[src/mfp_pkg.sv]
package mfp_pkg;

  // register map of the bias fault supervision block
  localparam logic [7:0] OFS_HIGH_CUR   = 8'h4c;
  localparam logic [7:0] OFS_LOW_CUR    = 8'h4d;
  localparam logic [7:0] OFS_MON_UPPER  = 8'h4e;
  localparam logic [7:0] OFS_MON_LOWER  = 8'h4f;
  localparam logic [7:0] OFS_RESP_CTRL  = 8'h50;
  localparam logic [7:0] OFS_FLT_STATUS = 8'h5f;

  // reset values
  localparam logic [7:0] RST_HIGH_CUR   = 8'ha2;
  localparam logic [7:0] RST_LOW_CUR    = 8'h48;
  localparam logic [7:0] RST_MON_UPPER  = 8'hba;
  localparam logic [7:0] RST_MON_LOWER  = 8'h4b;
  localparam logic [7:0] RST_RESP_CTRL  = 8'h88;
  localparam logic [7:0] RST_ZERO       = 8'h00;

  // response control field positions
  localparam int BIT_OFF_SHORT  = 7;
  localparam int BIT_OFF_HIGH   = 6;
  localparam int BIT_OFF_LOW    = 5;
  localparam int BIT_OFF_OV     = 4;
  localparam int BIT_OFF_OT     = 3;
  localparam int BIT_MAN_RECOV  = 2;
  localparam int BIT_AUTO_RECOV = 1;
  localparam int BIT_SHORT_DIS  = 0;

  // fault status field positions
  localparam int STS_SHORT      = 7;
  localparam int STS_HIGH_CUR   = 6;
  localparam int STS_LOW_CUR    = 5;
  localparam int STS_OV         = 4;
  localparam int STS_OT         = 3;
  localparam int STS_MON_HIGH   = 2;
  localparam int STS_MON_LOW    = 1;
  localparam int STS_BIAS_OFF   = 0;

  // fault pins brought through the synchroniser
  localparam int PIN_SHORT      = 0;
  localparam int PIN_OV         = 1;
  localparam int PIN_OT         = 2;
  localparam int PIN_COUNT      = 3;

endpackage

[src/mfp_fault_protect.sv]
// Summary of operation
// high-current limit is an 8-bit register, reset 0xa2, code scales to milliamps.
// low-current limit is an 8-bit register, reset 0x48, same scaling.
// monitor upper voltage limit is 8-bit, reset 0xba, volts scaling.
// monitor lower voltage limit is 8-bit, reset 0x4b, same scaling.
// short fault powers bias down when its control is set; resets to 1.
// high-current fault powers bias down when its control is set; resets 0.
// low-current fault powers bias down when its control is set; resets 0.
// overvoltage fault powers bias down when its control is set; resets 0.
// over-temperature fault powers bias down when its control is set; resets 1.
// writing 1 to manual recovery rechecks faults, repowers, then self-clears.
// auto recovery enable lets the bias return by itself; resets 0.
// short detection works only while its disable bit is 0; resets 0.
// high fault when code exceeds high limit, low fault when below low limit.
`timescale 1ns/100ps
`default_nettype none

module mfp_fault_protect (
  input  wire logic       mclk,
  input  wire logic       resetn,
  input  wire logic       regWrite,
  input  wire logic [7:0] regAddr,
  input  wire logic [7:0] regWdata,
  output var  logic [7:0] regRdata,
  input  wire logic       biasRequest,
  input  wire logic       sampleValid,
  input  wire logic [7:0] biasLoadCode,
  input  wire logic [7:0] monitorCode,
  input  wire logic       shortFaultPin,
  input  wire logic       overvoltagePin,
  input  wire logic       overtempPin,
  output var  logic       biasEnable,
  output var  logic       biasFaultOff,
  output logic            highCurrentFault,
  output logic            lowCurrentFault,
  output logic            monitorHighFault,
  output logic            monitorLowFault
);

  // register file
  logic [7:0] highLimit;
  logic [7:0] lowLimit;
  logic [7:0] upperLimit;
  logic [7:0] lowerLimit;
  logic [7:0] respCtrl;
  logic [7:0] next_highLimit;
  logic [7:0] next_lowLimit;
  logic [7:0] next_upperLimit;
  logic [7:0] next_lowerLimit;
  logic [7:0] next_respCtrl;
  logic [7:0] next_regRdata;

  // synchroniser and fault state
  logic [mfp_pkg::PIN_COUNT-1:0] pinMeta;
  logic [mfp_pkg::PIN_COUNT-1:0] pinSync;
  logic                          next_biasFaultOff;
  logic                          next_biasEnable;
  logic                          shortHit;
  logic                          offRequest;
  logic [7:0]                    faultStatus;

  // true when a write lands on the given offset
  function automatic logic writeTo(input logic we, input logic [7:0] addr, input logic [7:0] ofs);
    writeTo = we && (addr == ofs);
  endfunction

  // a fault counts towards powerdown only when its control bit asks for it
  function automatic logic gated(input logic fault, input logic [7:0] ctrl, input int pos);
    gated = fault && ctrl[pos];
  endfunction

  // measurement comparisons, bias load against current limits
  mfp_limit_check u_loadCheck (
    .mclk        (mclk),
    .resetn      (resetn),
    .sampleValid (sampleValid),
    .code        (biasLoadCode),
    .upperLimit  (highLimit),
    .lowerLimit  (lowLimit),
    .aboveLimit  (highCurrentFault),
    .belowLimit  (lowCurrentFault)
  );

  // monitor channel against its voltage window; reported only, no powerdown
  mfp_limit_check u_monitorCheck (
    .mclk        (mclk),
    .resetn      (resetn),
    .sampleValid (sampleValid),
    .code        (monitorCode),
    .upperLimit  (upperLimit),
    .lowerLimit  (lowerLimit),
    .aboveLimit  (monitorHighFault),
    .belowLimit  (monitorLowFault)
  );

  // analog comparator pins are asynchronous, two flops before use
  always_ff @(posedge mclk) begin
    if (!resetn) begin
      pinMeta <= '0;
      pinSync <= '0;
    end else begin
      pinMeta <= {overtempPin, overvoltagePin, shortFaultPin};
      pinSync <= pinMeta;
    end
  end

  // short detection can be switched off, e.g. for large bypass capacitors at start-up
  assign shortHit = pinSync[mfp_pkg::PIN_SHORT] && !respCtrl[mfp_pkg::BIT_SHORT_DIS];

  // any fault whose powerdown control is set
  assign offRequest = gated(shortHit, respCtrl, mfp_pkg::BIT_OFF_SHORT)
                   || gated(highCurrentFault, respCtrl, mfp_pkg::BIT_OFF_HIGH)
                   || gated(lowCurrentFault, respCtrl, mfp_pkg::BIT_OFF_LOW)
                   || gated(pinSync[mfp_pkg::PIN_OV], respCtrl, mfp_pkg::BIT_OFF_OV)
                   || gated(pinSync[mfp_pkg::PIN_OT], respCtrl, mfp_pkg::BIT_OFF_OT);

  // live fault picture for software
  always_comb begin
    faultStatus                         = mfp_pkg::RST_ZERO;
    faultStatus[mfp_pkg::STS_SHORT]     = shortHit;
    faultStatus[mfp_pkg::STS_HIGH_CUR]  = highCurrentFault;
    faultStatus[mfp_pkg::STS_LOW_CUR]   = lowCurrentFault;
    faultStatus[mfp_pkg::STS_OV]        = pinSync[mfp_pkg::PIN_OV];
    faultStatus[mfp_pkg::STS_OT]        = pinSync[mfp_pkg::PIN_OT];
    faultStatus[mfp_pkg::STS_MON_HIGH]  = monitorHighFault;
    faultStatus[mfp_pkg::STS_MON_LOW]   = monitorLowFault;
    faultStatus[mfp_pkg::STS_BIAS_OFF]  = biasFaultOff;
  end

  // register writes; the manual recovery bit clears itself after one cycle
  always_comb begin
    next_highLimit  = highLimit;
    next_lowLimit   = lowLimit;
    next_upperLimit = upperLimit;
    next_lowerLimit = lowerLimit;
    next_respCtrl   = respCtrl;
    next_respCtrl[mfp_pkg::BIT_MAN_RECOV] = 1'b0;
    if (writeTo(regWrite, regAddr, mfp_pkg::OFS_HIGH_CUR)) begin
      next_highLimit = regWdata;
    end
    if (writeTo(regWrite, regAddr, mfp_pkg::OFS_LOW_CUR)) begin
      next_lowLimit = regWdata;
    end
    if (writeTo(regWrite, regAddr, mfp_pkg::OFS_MON_UPPER)) begin
      next_upperLimit = regWdata;
    end
    if (writeTo(regWrite, regAddr, mfp_pkg::OFS_MON_LOWER)) begin
      next_lowerLimit = regWdata;
    end
    // a fresh 1 beats the self-clear, so a request is never lost
    if (writeTo(regWrite, regAddr, mfp_pkg::OFS_RESP_CTRL)) begin
      next_respCtrl = regWdata;
    end
  end

  // read data registered from the address of the previous cycle
  always_comb begin
    unique case (regAddr)
      mfp_pkg::OFS_HIGH_CUR:   next_regRdata = highLimit;
      mfp_pkg::OFS_LOW_CUR:    next_regRdata = lowLimit;
      mfp_pkg::OFS_MON_UPPER:  next_regRdata = upperLimit;
      mfp_pkg::OFS_MON_LOWER:  next_regRdata = lowerLimit;
      mfp_pkg::OFS_RESP_CTRL:  next_regRdata = respCtrl;
      mfp_pkg::OFS_FLT_STATUS: next_regRdata = faultStatus;
      default:                 next_regRdata = mfp_pkg::RST_ZERO;
    endcase
  end

  always_ff @(posedge mclk) begin
    if (!resetn) begin
      highLimit  <= mfp_pkg::RST_HIGH_CUR;
      lowLimit   <= mfp_pkg::RST_LOW_CUR;
      upperLimit <= mfp_pkg::RST_MON_UPPER;
      lowerLimit <= mfp_pkg::RST_MON_LOWER;
      respCtrl   <= mfp_pkg::RST_RESP_CTRL;
      regRdata   <= mfp_pkg::RST_ZERO;
    end else begin
      highLimit  <= next_highLimit;
      lowLimit   <= next_lowLimit;
      upperLimit <= next_upperLimit;
      lowerLimit <= next_lowerLimit;
      respCtrl   <= next_respCtrl;
      regRdata   <= next_regRdata;
    end
  end

  // powerdown latch; a fault still present keeps the bias off, so set wins over recovery
  always_comb begin
    next_biasFaultOff = biasFaultOff;
    if (offRequest) begin
      next_biasFaultOff = 1'b1;
    end else if (respCtrl[mfp_pkg::BIT_MAN_RECOV] || respCtrl[mfp_pkg::BIT_AUTO_RECOV]) begin
      next_biasFaultOff = 1'b0;
    end
    next_biasEnable = biasRequest && !next_biasFaultOff;
  end

  always_ff @(posedge mclk) begin
    if (!resetn) begin
      biasFaultOff <= 1'b0;
      biasEnable   <= 1'b0;
    end else begin
      biasFaultOff <= next_biasFaultOff;
      biasEnable   <= next_biasEnable;
    end
  end

  property p_highLimitReset;
    @(posedge mclk) disable iff (!resetn) $rose(resetn) |-> highLimit == mfp_pkg::RST_HIGH_CUR;
  endproperty
  a_highLimitReset: assert property (p_highLimitReset) else $error("high-current limit reset wrong");

  property p_lowLimitReset;
    @(posedge mclk) disable iff (!resetn) $rose(resetn) |-> lowLimit == mfp_pkg::RST_LOW_CUR;
  endproperty
  a_lowLimitReset: assert property (p_lowLimitReset) else $error("low-current limit reset wrong");

  property p_upperWrite;
    @(posedge mclk) disable iff (!resetn)
      regWrite && regAddr == mfp_pkg::OFS_MON_UPPER |=> upperLimit == $past(regWdata);
  endproperty
  a_upperWrite: assert property (p_upperWrite) else $error("monitor upper limit not written");

  property p_lowerReadBack;
    @(posedge mclk) disable iff (!resetn)
      !regWrite && regAddr == mfp_pkg::OFS_MON_LOWER |=> regRdata == lowerLimit;
  endproperty
  a_lowerReadBack: assert property (p_lowerReadBack) else $error("monitor lower limit read wrong");

  property p_shortOff;
    @(posedge mclk) disable iff (!resetn)
      pinSync[mfp_pkg::PIN_SHORT] && respCtrl[mfp_pkg::BIT_OFF_SHORT] && !respCtrl[mfp_pkg::BIT_SHORT_DIS]
      |=> biasFaultOff && !biasEnable;
  endproperty
  a_shortOff: assert property (p_shortOff) else $error("short fault did not power bias down");

  property p_highOff;
    @(posedge mclk) disable iff (!resetn)
      highCurrentFault && respCtrl[mfp_pkg::BIT_OFF_HIGH] |=> biasFaultOff;
  endproperty
  a_highOff: assert property (p_highOff) else $error("high-current fault did not power down");

  property p_lowOff;
    @(posedge mclk) disable iff (!resetn)
      lowCurrentFault && respCtrl[mfp_pkg::BIT_OFF_LOW] |=> biasFaultOff;
  endproperty
  a_lowOff: assert property (p_lowOff) else $error("low-current fault did not power down");

  property p_ovOff;
    @(posedge mclk) disable iff (!resetn)
      pinSync[mfp_pkg::PIN_OV] && respCtrl[mfp_pkg::BIT_OFF_OV] |=> biasFaultOff;
  endproperty
  a_ovOff: assert property (p_ovOff) else $error("overvoltage fault did not power down");

  property p_otOff;
    @(posedge mclk) disable iff (!resetn)
      pinSync[mfp_pkg::PIN_OT] && respCtrl[mfp_pkg::BIT_OFF_OT] |=> biasFaultOff;
  endproperty
  a_otOff: assert property (p_otOff) else $error("over-temperature fault did not power down");

  property p_manualSelfClear;
    @(posedge mclk) disable iff (!resetn)
      respCtrl[mfp_pkg::BIT_MAN_RECOV] && !(regWrite && regAddr == mfp_pkg::OFS_RESP_CTRL)
      |=> !respCtrl[mfp_pkg::BIT_MAN_RECOV];
  endproperty
  a_manualSelfClear: assert property (p_manualSelfClear) else $error("manual recovery bit stuck");

  property p_autoRecover;
    @(posedge mclk) disable iff (!resetn)
      biasFaultOff && !offRequest && respCtrl[mfp_pkg::BIT_AUTO_RECOV] && biasRequest |=> !biasFaultOff && biasEnable;
  endproperty
  a_autoRecover: assert property (p_autoRecover) else $error("auto recovery did not repower bias");

  property p_stayOff;
    @(posedge mclk) disable iff (!resetn)
      biasFaultOff && !respCtrl[mfp_pkg::BIT_AUTO_RECOV] && !respCtrl[mfp_pkg::BIT_MAN_RECOV] |=> biasFaultOff;
  endproperty
  a_stayOff: assert property (p_stayOff) else $error("bias recovered without a request");

  property p_shortMasked;
    @(posedge mclk) disable iff (!resetn)
      respCtrl[mfp_pkg::BIT_SHORT_DIS] && !regWrite && regAddr == mfp_pkg::OFS_FLT_STATUS
      |=> !regRdata[mfp_pkg::STS_SHORT];
  endproperty
  a_shortMasked: assert property (p_shortMasked) else $error("short reported while detection disabled");

  property p_highCompare;
    @(posedge mclk) disable iff (!resetn)
      sampleValid && biasLoadCode > highLimit |=> highCurrentFault;
  endproperty
  a_highCompare: assert property (p_highCompare) else $error("high-current fault missed");

  property p_monLowCompare;
    @(posedge mclk) disable iff (!resetn)
      sampleValid && !(monitorCode < lowerLimit) |=> !monitorLowFault;
  endproperty
  a_monLowCompare: assert property (p_monLowCompare) else $error("monitor low fault false");

endmodule

`default_nettype wire

[src/mfp_limit_check.sv]
`timescale 1ns/100ps
`default_nettype none

// registered window comparison of one measurement against two limits
module mfp_limit_check (
  input  wire logic       mclk,
  input  wire logic       resetn,
  input  wire logic       sampleValid,
  input  wire logic [7:0] code,
  input  wire logic [7:0] upperLimit,
  input  wire logic [7:0] lowerLimit,
  output var  logic       aboveLimit,
  output var  logic       belowLimit
);

  logic next_aboveLimit;
  logic next_belowLimit;

  // flags hold their last verdict between samples
  always_comb begin
    next_aboveLimit = aboveLimit;
    next_belowLimit = belowLimit;
    if (sampleValid) begin
      next_aboveLimit = code > upperLimit;  // strictly above
      next_belowLimit = code < lowerLimit;  // strictly below
    end
  end

  always_ff @(posedge mclk) begin
    if (!resetn) begin
      aboveLimit <= 1'b0;
      belowLimit <= 1'b0;
    end else begin
      aboveLimit <= next_aboveLimit;
      belowLimit <= next_belowLimit;
    end
  end

endmodule

`default_nettype wire

[config.mk]
export PLATFORM = sky130hd
export DESIGN_NAME = mfp_fault_protect
export DESIGN_NICKNAME = d
export VERILOG_FILES = /design/src/mfp_pkg.sv /design/src/mfp_fault_protect.sv /design/src/mfp_limit_check.sv
export SDC_FILE = /design/constraint.sdc
export NUM_CORES = 1
export LEC_CHECK = 0
export ABC_AREA = 1
export BUFFER_PORTS_ARGS = -buffer_cell sky130_fd_sc_hd__buf_2
export CORE_MARGIN = 3
export CORE_UTILIZATION = 40
export CTS_BUF_LIST = sky130_fd_sc_hd__clkbuf_16
export CTS_CLUSTER_DIAMETER = 100
export DETAILED_ROUTE_END_ITERATION = 12
export SYNTH_ARGS = -nofsm -noshare
export SYNTH_HDL_FRONTEND = slang
export SYNTH_SLANG_ARGS = --single-unit
[constraint.sdc]
create_clock -name mclk -period 1.7 [get_ports mclk]
set_input_delay 0.51 -clock mclk [delete_from_list [all_inputs] [get_ports mclk]]
set_output_delay 0.51 -clock mclk [all_outputs]
set_load 0.05 [all_outputs]
# Word-level counts from Yosys, hierarchy flattened
# Index checks and enable logic that the tools add are counted.
[op_classes]
mux = 3
n_reduce_logical = 20
n_eq_ne = 6
order_cmp = 4
[ops]
columns = ["operator", "n"]
rows = [
  ["8-bit by 7-bit equality test with 1-bit output (second input constant)", 6],
  ["8-bit case mux with 6 select lines", 1],
  ["8-bit greater-than comparator", 2],
  ["8-bit less-than comparator", 2],
  ["1-bit logical AND", 12],
  ["1-bit logical OR", 5],
  ["1-bit logical NOT", 2],
  ["1-bit two-way mux", 2],
  ["2-bit AND reduction", 1],
]
[totals]
input_bits = 40
ff_bits = 60
wordCells = 48
output_inout_bits = 14

# Logic depth before layout (Yosys ltp)
[depth]
ltp_word = 10
mapped_depth = 11
depth_no_buf = 11

# Modules after synthesis
# From an unflattened synthesis, not the netlist that was laid out.
[hier_totals]
hier_cells = 499
hier_area_um2 = 3499.6
[by_module_without_submodules]
columns = ["module", "area_each_um2", "n_inst", "seq_area_each_um2", "cells_per_inst"]
rows = [
  ["mfp_fault_protect", 2523.7, 1, 1121.1, 343],
  ["mfp_limit_check", 488.0, 2, 40.0, 78],
]

# Worst setup path before layout
# OpenSTA, ideal clock, no wires.
[synth_path]
kind = "input to register"
startpoint = "input regAddr[5]"
endpoint = "register lowLimit[1]"
slack_ns = 0.154
stages = 7
required_time_ns = 1.580
setup_ns = 0.120
path_buffers = 2
arrival_ns = 1.426
cell_sequence = "or2_0 -> nor2_2 -> buf_4 -> nand3_1 -> buf_2 -> o21ai_1 -> a21oi_1"
[synth_between]
elab_chain_len = 2
[synth_lines]
columns = ["element", "line_no", "source"]
rows = [
  ["start: declaration", "mfp_fault_protect.sv:22", "input wire logic [7:0] regAddr,"],
  ["8-bit by 7-bit equality test with 1-bit output", "mfp_fault_protect.sv:64", "writeTo = we && (addr == ofs);"],
  ["1-bit logical AND", "mfp_fault_protect.sv:64", ""],
  ["end signal: assignment", "mfp_fault_protect.sv:172", "lowLimit <= mfp_pkg::RST_LOW_CUR;"],
  ["end signal: assignment", "mfp_fault_protect.sv:179", "lowLimit <= next_lowLimit;"],
  ["end: declaration", "mfp_fault_protect.sv:42", "logic [7:0] lowLimit;"],
]
# No other way between the ends.
# A chain may end at the register's enable or synchronous reset.

# Worst setup path in the final report
[layout_path]
startpoint = "register u_loadCheck.belowLimit"
endpoint = "output lowCurrentFault"
[layout_lines]
columns = ["element", "line_no", "source"]
rows = [
  ["start: declaration", "mfp_limit_check.sv:13", "output var logic belowLimit"],
  ["start signal: assignment", "mfp_limit_check.sv:35", "belowLimit <= next_belowLimit;"],
  ["end: declaration", "mfp_fault_protect.sv:35", "output logic lowCurrentFault,"],
]
# No word-level cell between the ends.

==> flow_summary.json <==
{
  "hold_slack_ns": 0.369,
  "seq_area_um2": 1200,
  "status": "completed",
  "hold_viol": 0,
  "dieArea_um2": 9290,
  "h-tree-depth": 3,
  "cap_violations": 0,
  "cp-start-kind": "register",
  "ys_types": 29,
  "finalSetupTns_ns": 0,
  "leakagePower_uw": 0.00200,
  "viasPerCell": 5.18,
  "initial_core_util_pct": 41.7,
  "overflow": 0,
  "rsz0062_at_grt": "false",
  "core-area_um2": 7850,
  "syn_nets": 524,
  "cts.reportedPaths.clkPinSlew_ns": 0.05,
  "clockBufferDepth": 2,
  "grt_use_met3_pct": 3.87,
  "drt_pass1_iterations": 4,
  "cts_tree": "yes",
  "num_antenna_cells": 0,
  "crit_required_ns": 1.19,
  "grt_pass1_wl_mm": 14.9,
  "nNetsFinal": 594,
  "rrSetupSlack_ns": 0.37,
  "cts_setup_buffers": 0,
  "cts_buffers": 9,
  "syn_area_um2": 3270,
  "die_h_um": 96.4,
  "drc": 0,
  "drt_iter0_markers": 227,
  "finalClockSkew_ns": 0.00483,
  "postCtsHoldBufs": 0,
  "cts_root_buffer": "clkbuf_16",
  "cp_cell_sequence": "buf_2",
  "track_usage_pct": 21.4,
  "cp_slowest_cell": "dfxtp_1",
  "io_pins": 54,
  "cts.repair.resized": 0,
  "cpLargestDelayFamily": "flip-flops",
  "clock_latency_ns": 0.32,
  "drive_gt1_share_pct": 19.3,
  "setup_viol": 0,
  "die_width_um": 96.4,
  "slew_viol_final": 0,
  "cts_sinks": 60,
  "grt_start_max_net_pins": 32,
  "arrival_ns": 1.06,
  "yosysSeqAreaShare_pct": 36.7,
  "grt_pass1_vias": 3037,
  "grt_use_met2_pct": 33.6,
  "place_congestion": 0.880,
  "grtUsageMet1_pct": 28.9,
  "post-dp-hpwl_mm": 7.26,
  "totalWireLength_mm": 9.18,
  "peakVddDrop_mv": 0.420,
  "multi_input_area_um2": 1770,
  "busiest_layer": "met2",
  "num_vias": 3267,
  "fmax_mhz": 637,
  "antenna_found_initial": 0,
  "p_per_area_nw_per_um2": 816,
  "syn_to_final_growth_pct": 23.3,
  "timing.slew.headroom_pct": 73.9,
  "fill_cells": 816,
  "cp_max_fo": 4,
  "synth_cells": 454,
  "crit_buf_inv": 1,
  "port_buffers": 53,
  "antenna_left": 0,
  "path_class": "reg2out",
  "cp_slowest_stage_delay_ns": 0.43,
  "tightest_slew_ns": 0.392,
  "ys_warn_count": 0,
  "hold_class": "in2reg",
  "min_period_ns": 1.57,
  "place_area_um2": 3780,
  "syn_area_per_cell_um2": 7.20,
  "fin_area_um2": 4030,
  "fp-row-count": 32,
  "routedWlPerCell_um": 14.5,
  "yosys_register_bits": 60,
  "post-route-util_pct": 51.4,
  "fin_crit_sh_pct": 92.4,
  "cp-end-kind": "output port"
}
-- layout by cell type (no fill, tap or decap), types with 2 or more instances in the layout --
| master | synthesis | routed |
|---|---|---|
| nand2_1 | 88 | 88 |
| nand3_1 | 69 | 69 |
| dfxtp_1 | 60 | 60 |
| inv_1 | 53 | 56 |
| buf_2 | 6 | 53 |
| a21oi_1 | 48 | 48 |
| nor2_1 | 34 | 34 |
| ha_1 | 30 | 30 |
| o21ai_0 | 24 | 24 |
| buf_4 | 3 | 19 |
| clkbuf_16 | 0 | 9 |
| nor2_2 | 4 | 4 |
| clkinv_1 | 1 | 4 |
| o21ai_1 | 4 | 4 |
| nand3_2 | 3 | 3 |
| o211ai_1 | 3 | 3 |
| buf_12 | 0 | 3 |
| nand2_2 | 2 | 2 |
| nor2_4 | 2 | 2 |
| inv_2 | 2 | 2 |
| nor3_4 | 2 | 2 |
| a21o_1 | 2 | 2 |
-- state kept, by name (all words and copies together), names as in the netlist --
| signal | cells |
|---|---|
| u_monitorCheck.belowLimit | 1 |
| highLimit | 8 |
| u_loadCheck.aboveLimit | 1 |
| upperLimit | 8 |
| u_loadCheck.belowLimit | 1 |
| lowerLimit | 8 |
| pinMeta | 3 |
| biasEnable | 1 |
| respCtrl | 8 |
| regRdata | 8 |
| lowLimit | 8 |
| u_monitorCheck.aboveLimit | 1 |
| pinSync | 3 |
| biasFaultOff | 1 |
-- metal layers --
metal	up-vias	part of all wire, %	routed length, um
li1	1642	-	-
met1	1486	46	4240
met2	121	45	4160
met3	18	6.2	572
met4	0	2.3	212
met5	-	0	0
-- synth_stat cells, drive strengths merged --
cell    number  area share [%]
and2         1            0.19
a31oi        1            0.19
clkbuf       6            0.69
o21ai       28             4.3
clkinv       1            0.11
nor2        40             5.4
nand3b       1            0.23
nor3         2            0.99
a21oi       49             7.6
nand4        1            0.19
nand2       91              11
ha          30              11
inv         55             6.3
dfxtp       60              37
nand3       72              11
or2          1            0.19
buf         10             2.0
a21o         2            0.46
o211ai       3            0.69
-- worst paths after layout --
| kind | start | cells after the start | endpoint |
|---|---|---|---|
| max | u_loadCheck.belowLimit$_SDFFE_PN0P_ | 1 | lowCurrentFault |
| min | overvoltagePin | 3 | pinMeta[1]$_SDFF_PN0_ |
| max reg2reg | highLimit[6]$_SDFFE_PN0P_ | 8 | u_loadCheck.aboveLimit$_SDFFE_PN0P_ |
| min reg2reg | pinMeta[2]$_SDFF_PN0_ | 2 | pinSync[2]$_SDFF_PN0_ |
-- area by class of cell --
type | count | share of cell area (%)
Timing Repair Buffer | 75 | 11.6
Inverter | 56 | 5.21
Multi-Input combinational cell | 322 | 43.9
Sequential cell | 60 | 29.8
Clock buffer | 9 | 5.59
Tap cell | 102 | 3.17
Clock inverter | 7 | 0.683
-- per-stage QoR --
stage	cells	total power (uW)	setup slack, ns
2_1_floorplan	454	1650	0.154
3_3_place_gp	615	1790	-0.0938
3_5_place_dp	615	1800	-0.0799
4_1_cts	631	3320	0.104
5_1_grt	631	3420	0.106
6_report	631	3290	0.129
-- kinds of logic (layout without fill, tap and decap cells) --
kind of cell	after synthesis	count (layout)	synth area share, %
buffers and inverters	72	147	9.07
adders and majority gates	30	30	11.5
DFF	60	60	36.7
AOI/OAI and AO/OA	83	83	13.2
and+or+nand+nor	209	209	29.5
-- power breakdown --
part | total (uW) | switching (uW) | internal (uW)
Combinational | 332 | 212 | 120
Clock | 1510 | 568 | 947
Sequential | 1440 | 13.4 | 1430
Note: power is estimated with default switching activity, not from simulation.
